File: config.mk
export PLATFORM = sky130hd
export DESIGN_NAME = act_readout
export DESIGN_NICKNAME = d
export VERILOG_FILES = /design/src/act_pkg.sv /design/src/act_fifo.sv /design/src/act_readout.sv
export VERILOG_INCLUDE_DIRS = /design/src
export SDC_FILE = /design/constraint.sdc
export NUM_CORES = 1
export LEC_CHECK = 0
export BUFFER_PORTS_ARGS = -buffer_cell sky130_fd_sc_hd__buf_2
export CORE_ASPECT_RATIO = 0.7
export CORE_UTILIZATION = 45
export DETAILED_ROUTE_END_ITERATION = 7
export GPL_ROUTABILITY_DRIVEN = 0
export PLACE_DENSITY = 0.7
export SETUP_SLACK_MARGIN = 0.2
export SLEW_MARGIN = 15
export SYNTH_ARGS = -nofsm -noshare
export SYNTH_HDL_FRONTEND = slang
export SYNTH_SLANG_ARGS = --single-unit
File: constraint.sdc
create_clock -name clock -period 4.29 [get_ports clock]
set_input_delay 0.2145 -clock clock [delete_from_list [all_inputs] [get_ports clock]]
set_output_delay 0.2145 -clock clock [all_outputs]
set_load 0.02 [all_outputs]
File: src/act_params.svh
`ifndef ACT_PARAMS_SVH
`define ACT_PARAMS_SVH

`define ACT_WORD_BITS 16
`define ACT_FIFO_DEPTH 32
`define ACT_RESULT_RESET 16'h0000
`define ACT_BIPOLAR_MAX 16'h7fff
`define ACT_BIPOLAR_MIN 16'h8000
`define ACT_OFFSET_BIN_FLIP 16'h8000
`define ACT_COUNT_RESET 5'h00
`define ACT_LAST_BIT 5'h0f

`endif

File: src/act_pkg.sv
`include "act_params.svh"

package act_pkg;
	typedef logic [15:0] act_word_t;

	typedef struct packed {
		logic bipolar;
		act_word_t code;
	} act_sample_t;

	typedef enum logic [1:0] {
		act_idle = 2'b00,
		act_shift = 2'b01,
		act_pass = 2'b11
	} act_state_t;
endpackage : act_pkg

File: src/act_fifo.sv
`timescale 1ns/1ps
`default_nettype none

module act_fifo #(
	parameter int width = 17,
	parameter int depth = 32
) (
	input wire logic clock,
	input wire logic rst,
	input wire logic in_valid,
	output logic in_ready,
	input wire logic [width-1:0] in_data,
	output logic out_valid,
	input wire logic out_ready,
	output logic [width-1:0] out_data
);
	localparam int aw = $clog2(depth);
	logic [width-1:0] mem [depth];
	logic [aw:0] wr_ptr;
	logic [aw:0] rd_ptr;
	logic [aw:0] next_wr_ptr;
	logic [aw:0] next_rd_ptr;
	logic push;
	logic pop;

	always_comb begin
		in_ready = (wr_ptr - rd_ptr) != (aw + 1)'(depth);
		out_valid = wr_ptr != rd_ptr;
		push = in_valid && in_ready;
		pop = out_valid && out_ready;
		next_wr_ptr = wr_ptr + (aw + 1)'(push);
		next_rd_ptr = rd_ptr + (aw + 1)'(pop);
		out_data = mem[rd_ptr[aw-1:0]];
	end

	always_ff @(posedge clock or posedge rst) begin
		if (rst) begin
			wr_ptr <= '0;
			rd_ptr <= '0;
		end else begin
			wr_ptr <= next_wr_ptr;
			rd_ptr <= next_rd_ptr;
		end
	end

	// storage has no reset, so it stays out of the reset process
	always_ff @(posedge clock) begin
		if (push) begin
			mem[wr_ptr[aw-1:0]] <= in_data;
		end
	end
endmodule : act_fifo

`default_nettype wire

File: src/act_readout.sv
`timescale 1ns/1ps
`default_nettype none
`include "act_params.svh"

// Contract
// cascade input used only with external clock
// upstream output wires to downstream cascade input
// one null bit between chained words
// receiver discards each null bit
// delayed convert control avoids null bits
// prefer read after conversion when cascading
// mixed scheme shares clock, convert, busy
// thirty-four clocks read two upstream devices
// seventeen clocks read downstream during conversion
// receiver gates clock, drops middle null
// unused cascade input tied, never floating
// sleep request powers down analog, reference
// result held in register while asleep
// allow recovery after leaving power-down
// bipolar two's complement, carry at zero
// bipolar extremes 7fff and 8000
// after own bits, forward cascade input
module act_readout
	import act_pkg::*;
(
	input wire logic clock,
	input wire logic rst,
	input wire logic external_shift_clock,
	input wire logic clock_source_select,
	input wire logic cascade_in,
	input wire logic sleep_request,
	input wire logic [1:0] unused_pad,
	input wire logic result_valid,
	output logic result_ready,
	input wire act_sample_t result_in,
	output logic serial_out,
	output logic analog_enable,
	output logic reference_enable,
	output logic busy_shift
);
	////////////////////////////////////////////////////////////////
	// pin synchronisers: first stage read only by second stage
	logic [1:0] sclk_meta;
	logic [1:0] sclk_sync;
	logic [1:0] ext_meta;
	logic [1:0] ext_sync;
	logic [1:0] cas_meta;
	logic [1:0] cas_sync;
	logic [1:0] slp_meta;
	logic [1:0] slp_sync;
	logic sclk_prev;
	logic sclk_rise;

	always_ff @(posedge clock or posedge rst) begin
		if (rst) begin
			sclk_meta <= 2'b00;
			sclk_sync <= 2'b00;
			ext_meta <= 2'b00;
			ext_sync <= 2'b00;
			cas_meta <= 2'b00;
			cas_sync <= 2'b00;
			slp_meta <= 2'b00;
			slp_sync <= 2'b00;
			sclk_prev <= 1'b0;
		end else begin
			sclk_meta <= {sclk_meta[0], external_shift_clock};
			sclk_sync <= {sclk_sync[0], sclk_meta[1]};
			ext_meta <= {ext_meta[0], clock_source_select};
			ext_sync <= {ext_sync[0], ext_meta[1]};
			cas_meta <= {cas_meta[0], cascade_in};
			cas_sync <= {cas_sync[0], cas_meta[1]};
			slp_meta <= {slp_meta[0], sleep_request};
			slp_sync <= {slp_sync[0], slp_meta[1]};
			sclk_prev <= sclk_sync[1];
		end
	end

	logic ext_mode;
	logic cascade_bit;
	logic asleep;

	always_comb begin
		ext_mode = ext_sync[1];
		cascade_bit = cas_sync[1];
		asleep = slp_sync[1];
		sclk_rise = sclk_sync[1] && !sclk_prev;
	end

	////////////////////////////////////////////////////////////////
	// conversion results queue ahead of the shifter
	logic fifo_valid;
	logic fifo_ready;
	act_sample_t fifo_data;
	logic unused_ok;

	always_comb begin
		unused_ok = ^unused_pad;
	end

	act_fifo #(
		.width($bits(act_sample_t)),
		.depth(`ACT_FIFO_DEPTH)
	) u_fifo (
		.clock(clock),
		.rst(rst),
		.in_valid(result_valid),
		.in_ready(result_ready),
		.in_data(result_in),
		.out_valid(fifo_valid),
		.out_ready(fifo_ready),
		.out_data(fifo_data)
	);

	// offset binary from the core becomes two's complement in bipolar
	function automatic act_word_t act_encode(input act_sample_t s);
		act_word_t w;
		w = s.code;
		if (s.bipolar) begin
			w = s.code ^ `ACT_OFFSET_BIN_FLIP;
		end
		return w;
	endfunction : act_encode

	////////////////////////////////////////////////////////////////
	// output shifter
	act_state_t state;
	act_state_t next_state;
	act_word_t shreg;
	act_word_t next_shreg;
	logic [4:0] count;
	logic [4:0] next_count;
	logic sout;
	logic next_sout;

	always_comb begin
		next_state = state;
		next_shreg = shreg;
		next_count = count;
		next_sout = sout;
		fifo_ready = 1'b0;
		unique case (state)
			act_idle: begin
				// loading is fine while asleep: the digital result side keeps running
				if (fifo_valid) begin
					fifo_ready = 1'b1;
					next_shreg = act_encode(fifo_data);
					next_sout = next_shreg[15];
					next_count = `ACT_COUNT_RESET;
					next_state = act_shift;
				end
			end
			act_shift: begin
				// shifting continues while asleep so held bits stay readable
				if (sclk_rise) begin
					next_shreg = {shreg[14:0], 1'b0};
					if (count == `ACT_LAST_BIT) begin
						// the last rise drives a zero rather than the cascade bit, giving the null slot
						next_sout = 1'b0;
						next_state = ext_mode ? act_pass : act_idle;
					end else begin
						next_sout = shreg[14];
					end
					next_count = count + 5'h01;
				end
			end
			act_pass: begin
				if (!ext_mode) begin
					next_state = act_idle;
				end else if (fifo_valid) begin
					next_state = act_idle;
				end else if (sclk_rise) begin
					next_sout = cascade_bit;
				end
			end
			default: begin
				next_state = act_idle;
			end
		endcase
	end

	always_ff @(posedge clock or posedge rst) begin
		if (rst) begin
			state <= act_idle;
			shreg <= `ACT_RESULT_RESET;
			count <= `ACT_COUNT_RESET;
			sout <= 1'b0;
		end else begin
			state <= next_state;
			shreg <= next_shreg;
			count <= next_count;
			sout <= next_sout;
		end
	end

	////////////////////////////////////////////////////////////////
	// power control
	logic power_on;
	logic next_power_on;

	always_comb begin
		next_power_on = !asleep;
	end

	always_ff @(posedge clock or posedge rst) begin
		if (rst) begin
			power_on <= 1'b0;
		end else begin
			power_on <= next_power_on;
		end
	end

	always_comb begin
		serial_out = sout;
		analog_enable = power_on;
		reference_enable = power_on;
		busy_shift = (state == act_shift) || unused_ok & 1'b0;
	end
endmodule : act_readout

`default_nettype wire

==> PnR_summary.wiki, run 1 <==
{| class="wikitable"
! Metric !! Value
|-
| DRT iter0 DRCs || 1259
|-
| Slowest cell on crit path || nor3_2
|-
| Final period demand of the worst path || 3.63 ns
|-
| Combined buffer and inverter count along the critical path || 3
|-
| Yosys warns || 0
|-
| Final setup viols || 0
|-
| Hold violation count in the final report || 0
|-
| Placed standard-cell area || 24300 sq um
|-
| Critical path start-end classification || register to register
|-
| Layout area overhead || 12.6%
|-
| Headroom to the max-slew limit || 24.8%
|-
| Wire length per cell || 25.7 um
|-
| Total Power Consumption || 16.1 mW
|-
| Die X || 273 um
|-
| CP Launch Type || register
|-
| Required time of the critical path || 4.58 ns
|-
| Unrepaired setup endpoints after global routing || false
|-
| TritonCTS Buffers || 52
|-
| Number of different library cells in the post-synthesis netlist || 42
|-
| Wire length of the first global-routing pass || 71600 um
|-
| Setup crit end kind || register
|-
| Final setup skew || 0.0246 ns
|-
| Final-report max-slew violation count || 0
|-
| Overflow after GRT || 0
|-
| Number of cells produced by synthesis || 1069
|-
| Number of maximum-capacitance constraint violations || 0
|-
| Family with the most delay on the worst path || simple AND/OR/NAND/NOR gates
|-
| Detailed Route WL || 47900 um
|-
| Post-CTS setup repair buffer count || 0
|-
| Remaining antenna violation count || 0
|-
| Placeable core region || 50800 sq um
|-
| Number of global-route vias before repair || 10856
|-
| Filler cell count || 3936
|-
| Number of enable-type register cells in the synthesized netlist || 544
|-
| Number of iterations in the first detailed-routing pass || 5
|-
| Combined area of all synthesized cells || 23100 sq um
|-
| Area share of xor/xnor cells in the synthesized design || 0.492%
|-
| Die Footprint || 52400 sq um
|-
| Ys async rst share || 8.88%
|-
| Worst-path maximum fanout || 33
|-
| Cells taking the most area after synthesis || edfxtp_1 (71%), mux4_2 (15%), dfrtp_1 (5.7%), mux2i_1 (1.4%), nor3_1 (0.93%)
|-
| Proportion of netlist area held by the largest area contributor || 70.6%
|-
| CTS clk-pin slew, worst paths || 0.07 ns
|-
| Worst reg2reg path startpoint || u_fifo.rd_ptr[1]
|-
| Number of placed instances with taps included || 1757
|-
| Critical path arrival || 3.92 ns
|-
| Main synth FF type || edfxtp_1
|-
| Tot GR Track Use || 18.7%
|-
| Vert. Die Dim || 192 um
|-
| Cell taking the most area after synthesis || edfxtp_1
|-
| Post-Layout Cell Count || 1859
|-
| Adder and majority cell fraction of the synthesized area || 0.595%
|-
| Register area share after synthesis || 76.3%
|-
| Total leakage power || 8.49 nW
|-
| Setup slack of the critical path after layout || 0.655 ns
|-
| Detailed Place HPWL || 28900 um
|-
| Utilization of the core after routing || 51.3%
|-
| Worst IR Drop VDD || 0.000679 V
|-
| Share of post-route cells with drive strength above 1 || 29.2%
|-
| Synth Area in Compound Gates || 1.70%
|-
| Startpoint of the most critical setup path || u_fifo.rd_ptr[1]
|-
| Startpoint of the most critical hold path || result_in[7]
|-
| Worst-skew pair later-pin latency || 0.60 ns
|-
| Remaining design rule violation count || 0
|-
| Crit path top cell by count || o21ai_0
|-
| Fraction of the mapped netlist area in simple logic gates || 2.77%
|-
| Final cycle utilization of the critical path || 84.7%
|-
| Max Freq || 275 MHz
|-
| Number of standard-cell rows in the floorplan || 69
|-
| Maximum number of pins on one net before global-route repair || 128
|-
| Root buffer cell || clkbuf_16
|-
| Syn_area_per_cell || 21.7 sq um
|-
| IO Pins || 31
|-
| Count of vias placed by the detailed router || 10998
|-
| PD cells || 617 nW/um^2
|-
| Number of storage elements in the synthesis netlist || 597
|-
| Main combinational cell family by area after synthesis || multiplexers
|-
| Slew at the pin with the worst max-slew slack || 1.12 ns
|-
| Worst Hold Slack || 0.114 ns
|-
| Total inserted antenna cells || 0
|-
| Worst-path cell chain || inv_1 > ha_1 > nor2b_1 > o21ai_0 > a21boi_0 > o21ai_0 > and3_1 > o31ai_4 > buf_12 > nor3_2 > buf_4
|-
| Multiplexer area fraction after synthesis || 16.5%
|-
| PortBufs || 28
|-
| Initial antenna violation count || 0
|-
| Num Clock Sinks || 597
|-
| Effective utilization at floorplan || 45.6%
|-
| Delay of the slowest cell on the worst path || 0.72 ns
|-
| Final total negative setup slack || 0 ns
|-
| Detailed-route vias per instance || 5.92
|-
| Net count after synthesis || 1106
|-
| Type of the most critical hold path || input pin to register
|-
| Clock tree from TritonCTS || done
|-
| Final layout net count || 1179
|-
| Max clock buf depth || 3
|-
| Outcome || completed
|-
| Htree depth || 2
|-
| Non-Filler Cell Area, Final || 26100 sq um
|-
| Worst slack after detailed placement || 0.653 ns
|}
## layout by cell type (no fill, tap or decap), types with 6 or more instances in the layout
cell type,n
a21oi_1,17
a22oi_1,8
and3_1,9
buf_2,28
buf_4,40
clkbuf_1,11
clkbuf_16,53
clkinv_1,9
clkinv_2,13
dfrtp_1,51
edfxtp_1,544
ha_1,11
inv_1,9
mux2i_1,33
mux4_2,154
nand2_1,29
nand3_1,11
nand3b_1,8
nor2_1,9
nor3_1,11
nor3_2,32
o21ai_0,15
o21ai_1,10
o22ai_1,6
xnor2_1,6
xor2_1,7
## synthesized netlist by cell type (7+ instances only)
library cell / n
ha_1: 11
a22oi_1: 8
o21ai_1: 10
a21oi_1: 17
dfrtp_1: 53
nand2_1: 29
xor2_1: 7
mux2i_1: 33
o21ai_0: 15
nor3_1: 43
clkbuf_1: 21
mux4_2: 154
buf_6: 9
nor2_1: 9
and3_1: 9
buf_2: 13
buf_4: 7
nand3b_1: 8
inv_1: 10
edfxtp_1: 544
nand3_1: 11
## path summary, 6_finish.rpt
| path | cells after the start | to | slack, ns |
|---|---|---|---|
| worst min register to register | 0 | ext_sync[0] | 0.35 |
| max in group asynchronous | 4 | u_fifo.rd_ptr[0] | 3.35 |
| worst max register to register | 11 | u_fifo.mem[3][0] | 0.66 |
| worst max-delay path | 11 | u_fifo.mem[3][0] | 0.66 |
| min in group asynchronous | 4 | slp_meta[1] | 0.38 |
| worst min-delay path | 1 | u_fifo.mem[30][7] | 0.11 |
## final cells by class
type,count,area [sq um],area share [%]
Timing Repair Buffer,76,551,2.11
Sequential cell,597,17700,67.8
Inverter,12,45.0,0.173
Multi-Input combinational cell,403,5270,20.2
Clock buffer,66,1400,5.35
Clock inverter,31,289,1.11
Tap cell,674,843,3.24
## routing by layer
layer | track usage, % | vias up | routed length [um]
li1 | - | 4591 | -
met1 | 28.8 | 5894 | 21800
met2 | 28.1 | 452 | 21800
met3 | 3.18 | 61 | 3530
met4 | 4.25 | 0 | 772
met5 | 0 | - | 0
## what timing repair did
action / CTS / global route
resized for setup: 0 / 0
hold endpoints to repair: 57 / 0
endpoints found under the setup margin: 0 / 0
hold buffers: 5 / 0
## power breakdown
group / internal [mW] / total [mW] / switching, mW
registers: 6.86 / 7.08 / 0.223
logic: 2.01 / 4.37 / 2.36
clock network: 2.56 / 4.63 / 2.07
## worst register-to-register path, cell delays in order, from the launching register on
cell      delay, ns
dfrtp_4        0.49
inv_1          0.25
ha_1           0.30
nor2b_1        0.13
o21ai_0        0.20
a21boi_0       0.12
o21ai_0        0.22
and3_1         0.25
o31ai_4        0.10
buf_12         0.19
nor3_2         0.74
buf_4          0.35
## flip-flops by register name, summed over array words and instances (netlist names)
signal	cells
u_fifo.mem	544
shreg	15
u_fifo.rd_ptr	6
u_fifo.wr_ptr	6
count	5
cas_meta	2
cas_sync	2
ext_meta	2
ext_sync	2
sclk_meta	2
sclk_sync	2
slp_meta	2
slp_sync	2
state	2
analog_enable	1
sclk_prev	1
serial_out	1
## cells by family after synthesis
group           count (synthesis)
buf+inv                        69
compound gates                 65
flops                         597
simple gates                  125
fa+ha+maj                      11
mux                           189
xor+xnor                       13
Power figures use the tool's default switching activity.
==> run 2, diff against run 1 <==
--- a/config.mk
+++ b/config.mk
@@ -6,12 +6,13 @@
 export SDC_FILE = /design/constraint.sdc
 export NUM_CORES = 1
 export LEC_CHECK = 0
+export ABC_AREA = 1
 export BUFFER_PORTS_ARGS = -buffer_cell sky130_fd_sc_hd__buf_2
 export CORE_ASPECT_RATIO = 0.7
 export CORE_UTILIZATION = 45
 export DETAILED_ROUTE_END_ITERATION = 7
 export GPL_ROUTABILITY_DRIVEN = 0
-export PLACE_DENSITY = 0.7
+export PLACE_DENSITY = 0.68
 export SETUP_SLACK_MARGIN = 0.2
 export SLEW_MARGIN = 15
 export SYNTH_ARGS = -nofsm -noshare
==> constraint.sdc (replaced) <==
create_clock -name clock -period 3.66 [get_ports clock]
set_input_delay 0.183 -clock clock [delete_from_list [all_inputs] [get_ports clock]]
set_output_delay 0.183 -clock clock [all_outputs]
set_load 0.02 [all_outputs]
==> run 2 against run 1 <==
Compared with the run above: sequential cell count stayed put; worst hold slack better by 0.053 ns; first-iteration DRC count is 41% higher.
==> PnR_summary.wiki, run 2 <==
{| class="wikitable"
! Metric !! Value
|-
| Outcome || completed
|-
| Worst-skew pair later-pin latency || 0.59 ns
|-
| Post-CTS setup repair buffer count || 0
|-
| Proportion of netlist area held by the largest area contributor || 68.0%
|-
| Most frequent standard cell in the layout excluding fill and tap cells || edfxtp_1
|-
| Placed standard-cell area || 25000 sq um
|-
| Filler cell count || 4382
|-
| Num Clock Sinks || 597
|-
| Detailed Route WL || 59100 um
|-
| Ys async rst share || 8.88%
|-
| Utilization of the core after routing || 51.0%
|-
| Combined area of all synthesized cells || 24000 sq um
|-
| Final setup skew || 0.0118 ns
|-
| Number of storage elements in the synthesis netlist || 597
|-
| Total leakage power || 9.05 nW
|-
| Detailed Place HPWL || 33500 um
|-
| Seq pwr share || 44.4%
|-
| Wire length of the first global-routing pass || 89800 um
|-
| Non-Filler Cell Area, Final || 26800 sq um
|-
| Vert. Die Dim || 195 um
|-
| Unrepaired setup endpoints after global routing || false
|-
| Number of placed instances with taps included || 2599
|-
| Hold Buf Count CTS || 5
|-
| Share of post-route cells with drive strength above 1 || 10.1%
|-
| Final setup viols || 0
|-
| Most frequent cells in the layout || edfxtp_1 (544), nor2_1 (335), nand2_1 (263)
|-
| Post-Layout Cell Count || 2706
|-
| Number of cells produced by synthesis || 1935
|-
| Setup crit end kind || register
|-
| Number of iterations in the first detailed-routing pass || 5
|-
| Critical path arrival || 3.35 ns
|-
| Final total negative setup slack || 0 ns
|-
| Slew at the pin with the worst max-slew slack || 1.03 ns
|-
| Share of total power in combinational logic || 26.0%
|-
| Main synth FF type || edfxtp_1
|-
| CTS clk-pin slew, worst paths || 0.07 ns
|-
| Number of standard-cell rows in the floorplan || 70
|-
| Required time of the critical path || 3.92 ns
|-
| Count of vias placed by the detailed router || 15347
|-
| CP Launch Type || register
|-
| Placeable core region || 52500 sq um
|-
| Maximum number of pins on one net before global-route repair || 195
|-
| Number of different library cells in the post-synthesis netlist || 32
|-
| Final layout net count || 2013
|-
| Layout area overhead || 11.4%
|-
| Tot GR Track Use || 21.9%
|-
| DRT iter0 DRCs || 1780
|-
| Number of global-route vias before repair || 14862
|-
| Register area share after synthesis || 73.6%
|-
| Net count after synthesis || 1972
|-
| Worst IR Drop VDD || 0.000625 V
|-
| Sw power || 6.02 mW
|-
| Max Freq || 324 MHz
|-
| IO Pins || 31
|-
| Adder and majority cell fraction of the synthesized area || 0.573%
|-
| Final period demand of the worst path || 3.09 ns
|-
| Headroom to the max-slew limit || 31.5%
|-
| Most instantiated library cell after synthesis || edfxtp_1
|-
| Remaining antenna violation count || 0
|-
| Effective utilization at floorplan || 45.8%
|-
| Die Footprint || 54300 sq um
|-
| Final-report max-slew violation count || 0
|-
| Number of maximum-capacitance constraint violations || 0
|-
| Htree depth || 2
|-
| PortBufs || 28
|-
| Critical path start-end classification || register to register
|-
| Root buffer cell || clkbuf_16
|-
| Cell taking the most area after synthesis || edfxtp_1
|-
| Resized cells post-CTS || 0
|-
| Die X || 278 um
|-
| Flip-flop count of the largest register, all copies and words added || 544
|-
| Max clock buf depth || 3
|-
| Detailed-route vias per instance || 5.67
|-
| Synth Area in Compound Gates || 9.29%
|-
| Top post-synthesis cells by count || edfxtp_1 (544), nor2_1 (351), nand2_1 (263)
|-
| Net Sw Frac || 32.6%
|-
| Area share of xor/xnor cells in the synthesized design || 0.438%
|-
| Remaining design rule violation count || 0
|-
| Fraction of the mapped netlist area in simple logic gates || 12.5%
|-
| PD cells || 689 nW/um^2
|-
| Wire length per cell || 21.8 um
|-
| Cell-internal power || 12.4 mW
|-
| Syn_area_per_cell || 12.4 sq um
|-
| Total Power Consumption || 18.4 mW
|-
| Main combinational cell family by area after synthesis || simple AND/OR/NAND/NOR gates
|-
| TritonCTS Buffers || 54
|-
| Type of the most critical hold path || input pin to register
|-
| Clock tree from TritonCTS || done
|-
| Hold violation count in the final report || 0
|-
| Yosys warns || 0
|-
| Number of enable-type register cells in the synthesized netlist || 544
|-
| Cells taking the most area after synthesis || edfxtp_1 (68%), dfrtp_1 (5.5%), nor2_1 (5.5%), o21ai_0 (4.4%), nand2_1 (4.1%)
|-
| Worst-path maximum fanout || 24
|-
| Overflow after GRT || 0
|-
| Multiplexer area fraction after synthesis || 0%
|-
| Initial antenna violation count || 2
|-
| Final cycle utilization of the critical path || 84.3%
|-
| Clock power frac || 29.7%
|}
run 2: metrics by stage:
stage | setup slack, ns | hold WS, ns
2_1_floorplan | 0.107 | 0.214
3_3_place_gp | 0.690 | 0.262
3_5_place_dp | 0.678 | 0.269
4_1_cts | 0.644 | 0.150
5_1_grt | 0.394 | 0.184
6_report | 0.574 | 0.168
run 2: worst max-delay path, stage by stage (launching register included):
cell and delay (ns):
dfrtp_1 0.46, ha_1 0.33, inv_1 0.05, o21bai_2 0.16
nand2_1 0.08, nand2_1 0.09, nand2_1 0.06, nand2_1 0.10
nand2_1 0.08, nand2_1 0.06, nand2_1 0.05, nand4_1 0.16
nand2_1 0.26, buf_4 0.33, nor2_1 0.16, buf_4 0.30
run 2: power groups by stage:
stage | registers (mW) | logic [mW] | clock network, mW
final | 8.18 | 4.78 | 5.47
after global routing | 8.21 | 5.31 | 5.82
after CTS | 8.17 | 4.73 | 5.56
after detailed placement | 8.31 | 4.70 | 0
after global placement | 8.29 | 4.58 | 0
after floorplan | 8.26 | 3.23 | 0
run 2: kinds of logic after synthesis:
kind of cell,Yosys count
xor+xnor,12
fa+ha+maj,11
compound gates,396
flops,597
buf+inv,177
simple gates,742
run 2: path summary, 6_finish.rpt:
path	slack, ns	cells after the start	endpoint	start
setup / recovery	0.57	15	u_fifo.mem[7][5]	u_fifo.wr_ptr[1]
hold / removal	0.17	1	u_fifo.mem[31][16]	result_in[16]
setup reg to reg	0.57	15	u_fifo.mem[7][5]	u_fifo.wr_ptr[1]
hold reg to reg	0.35	0	ext_sync[1]	ext_sync[0]
max in group asynchronous	2.66	4	u_fifo.rd_ptr[1]	rst
min in group asynchronous	0.20	3	state[0]	rst
run 2: cell type report:
class,count,area [sq um],share of cell area [%]
diodes,1,2.50,0.00935
clock inverters,13,95.1,0.355
clock buffers,88,1610,6.01
well taps,684,856,3.20
inverters,59,229,0.856
repair buffers,103,791,2.96
multi-input cells,1161,5500,20.6
flip-flops and latches,597,17700,66.1
run 2: metal layers:
| metal | vias up | part of all wire [%] | track usage, % |
|---|---|---|---|
| met4 | 2 | 1.9 | 5.20 |
| met5 | - | 0.015 | 0 |
| met3 | 83 | 10 | 5.06 |
| met1 | 7562 | 45 | 33.1 |
| met2 | 678 | 43 | 32.2 |
| li1 | 7022 | - | - |
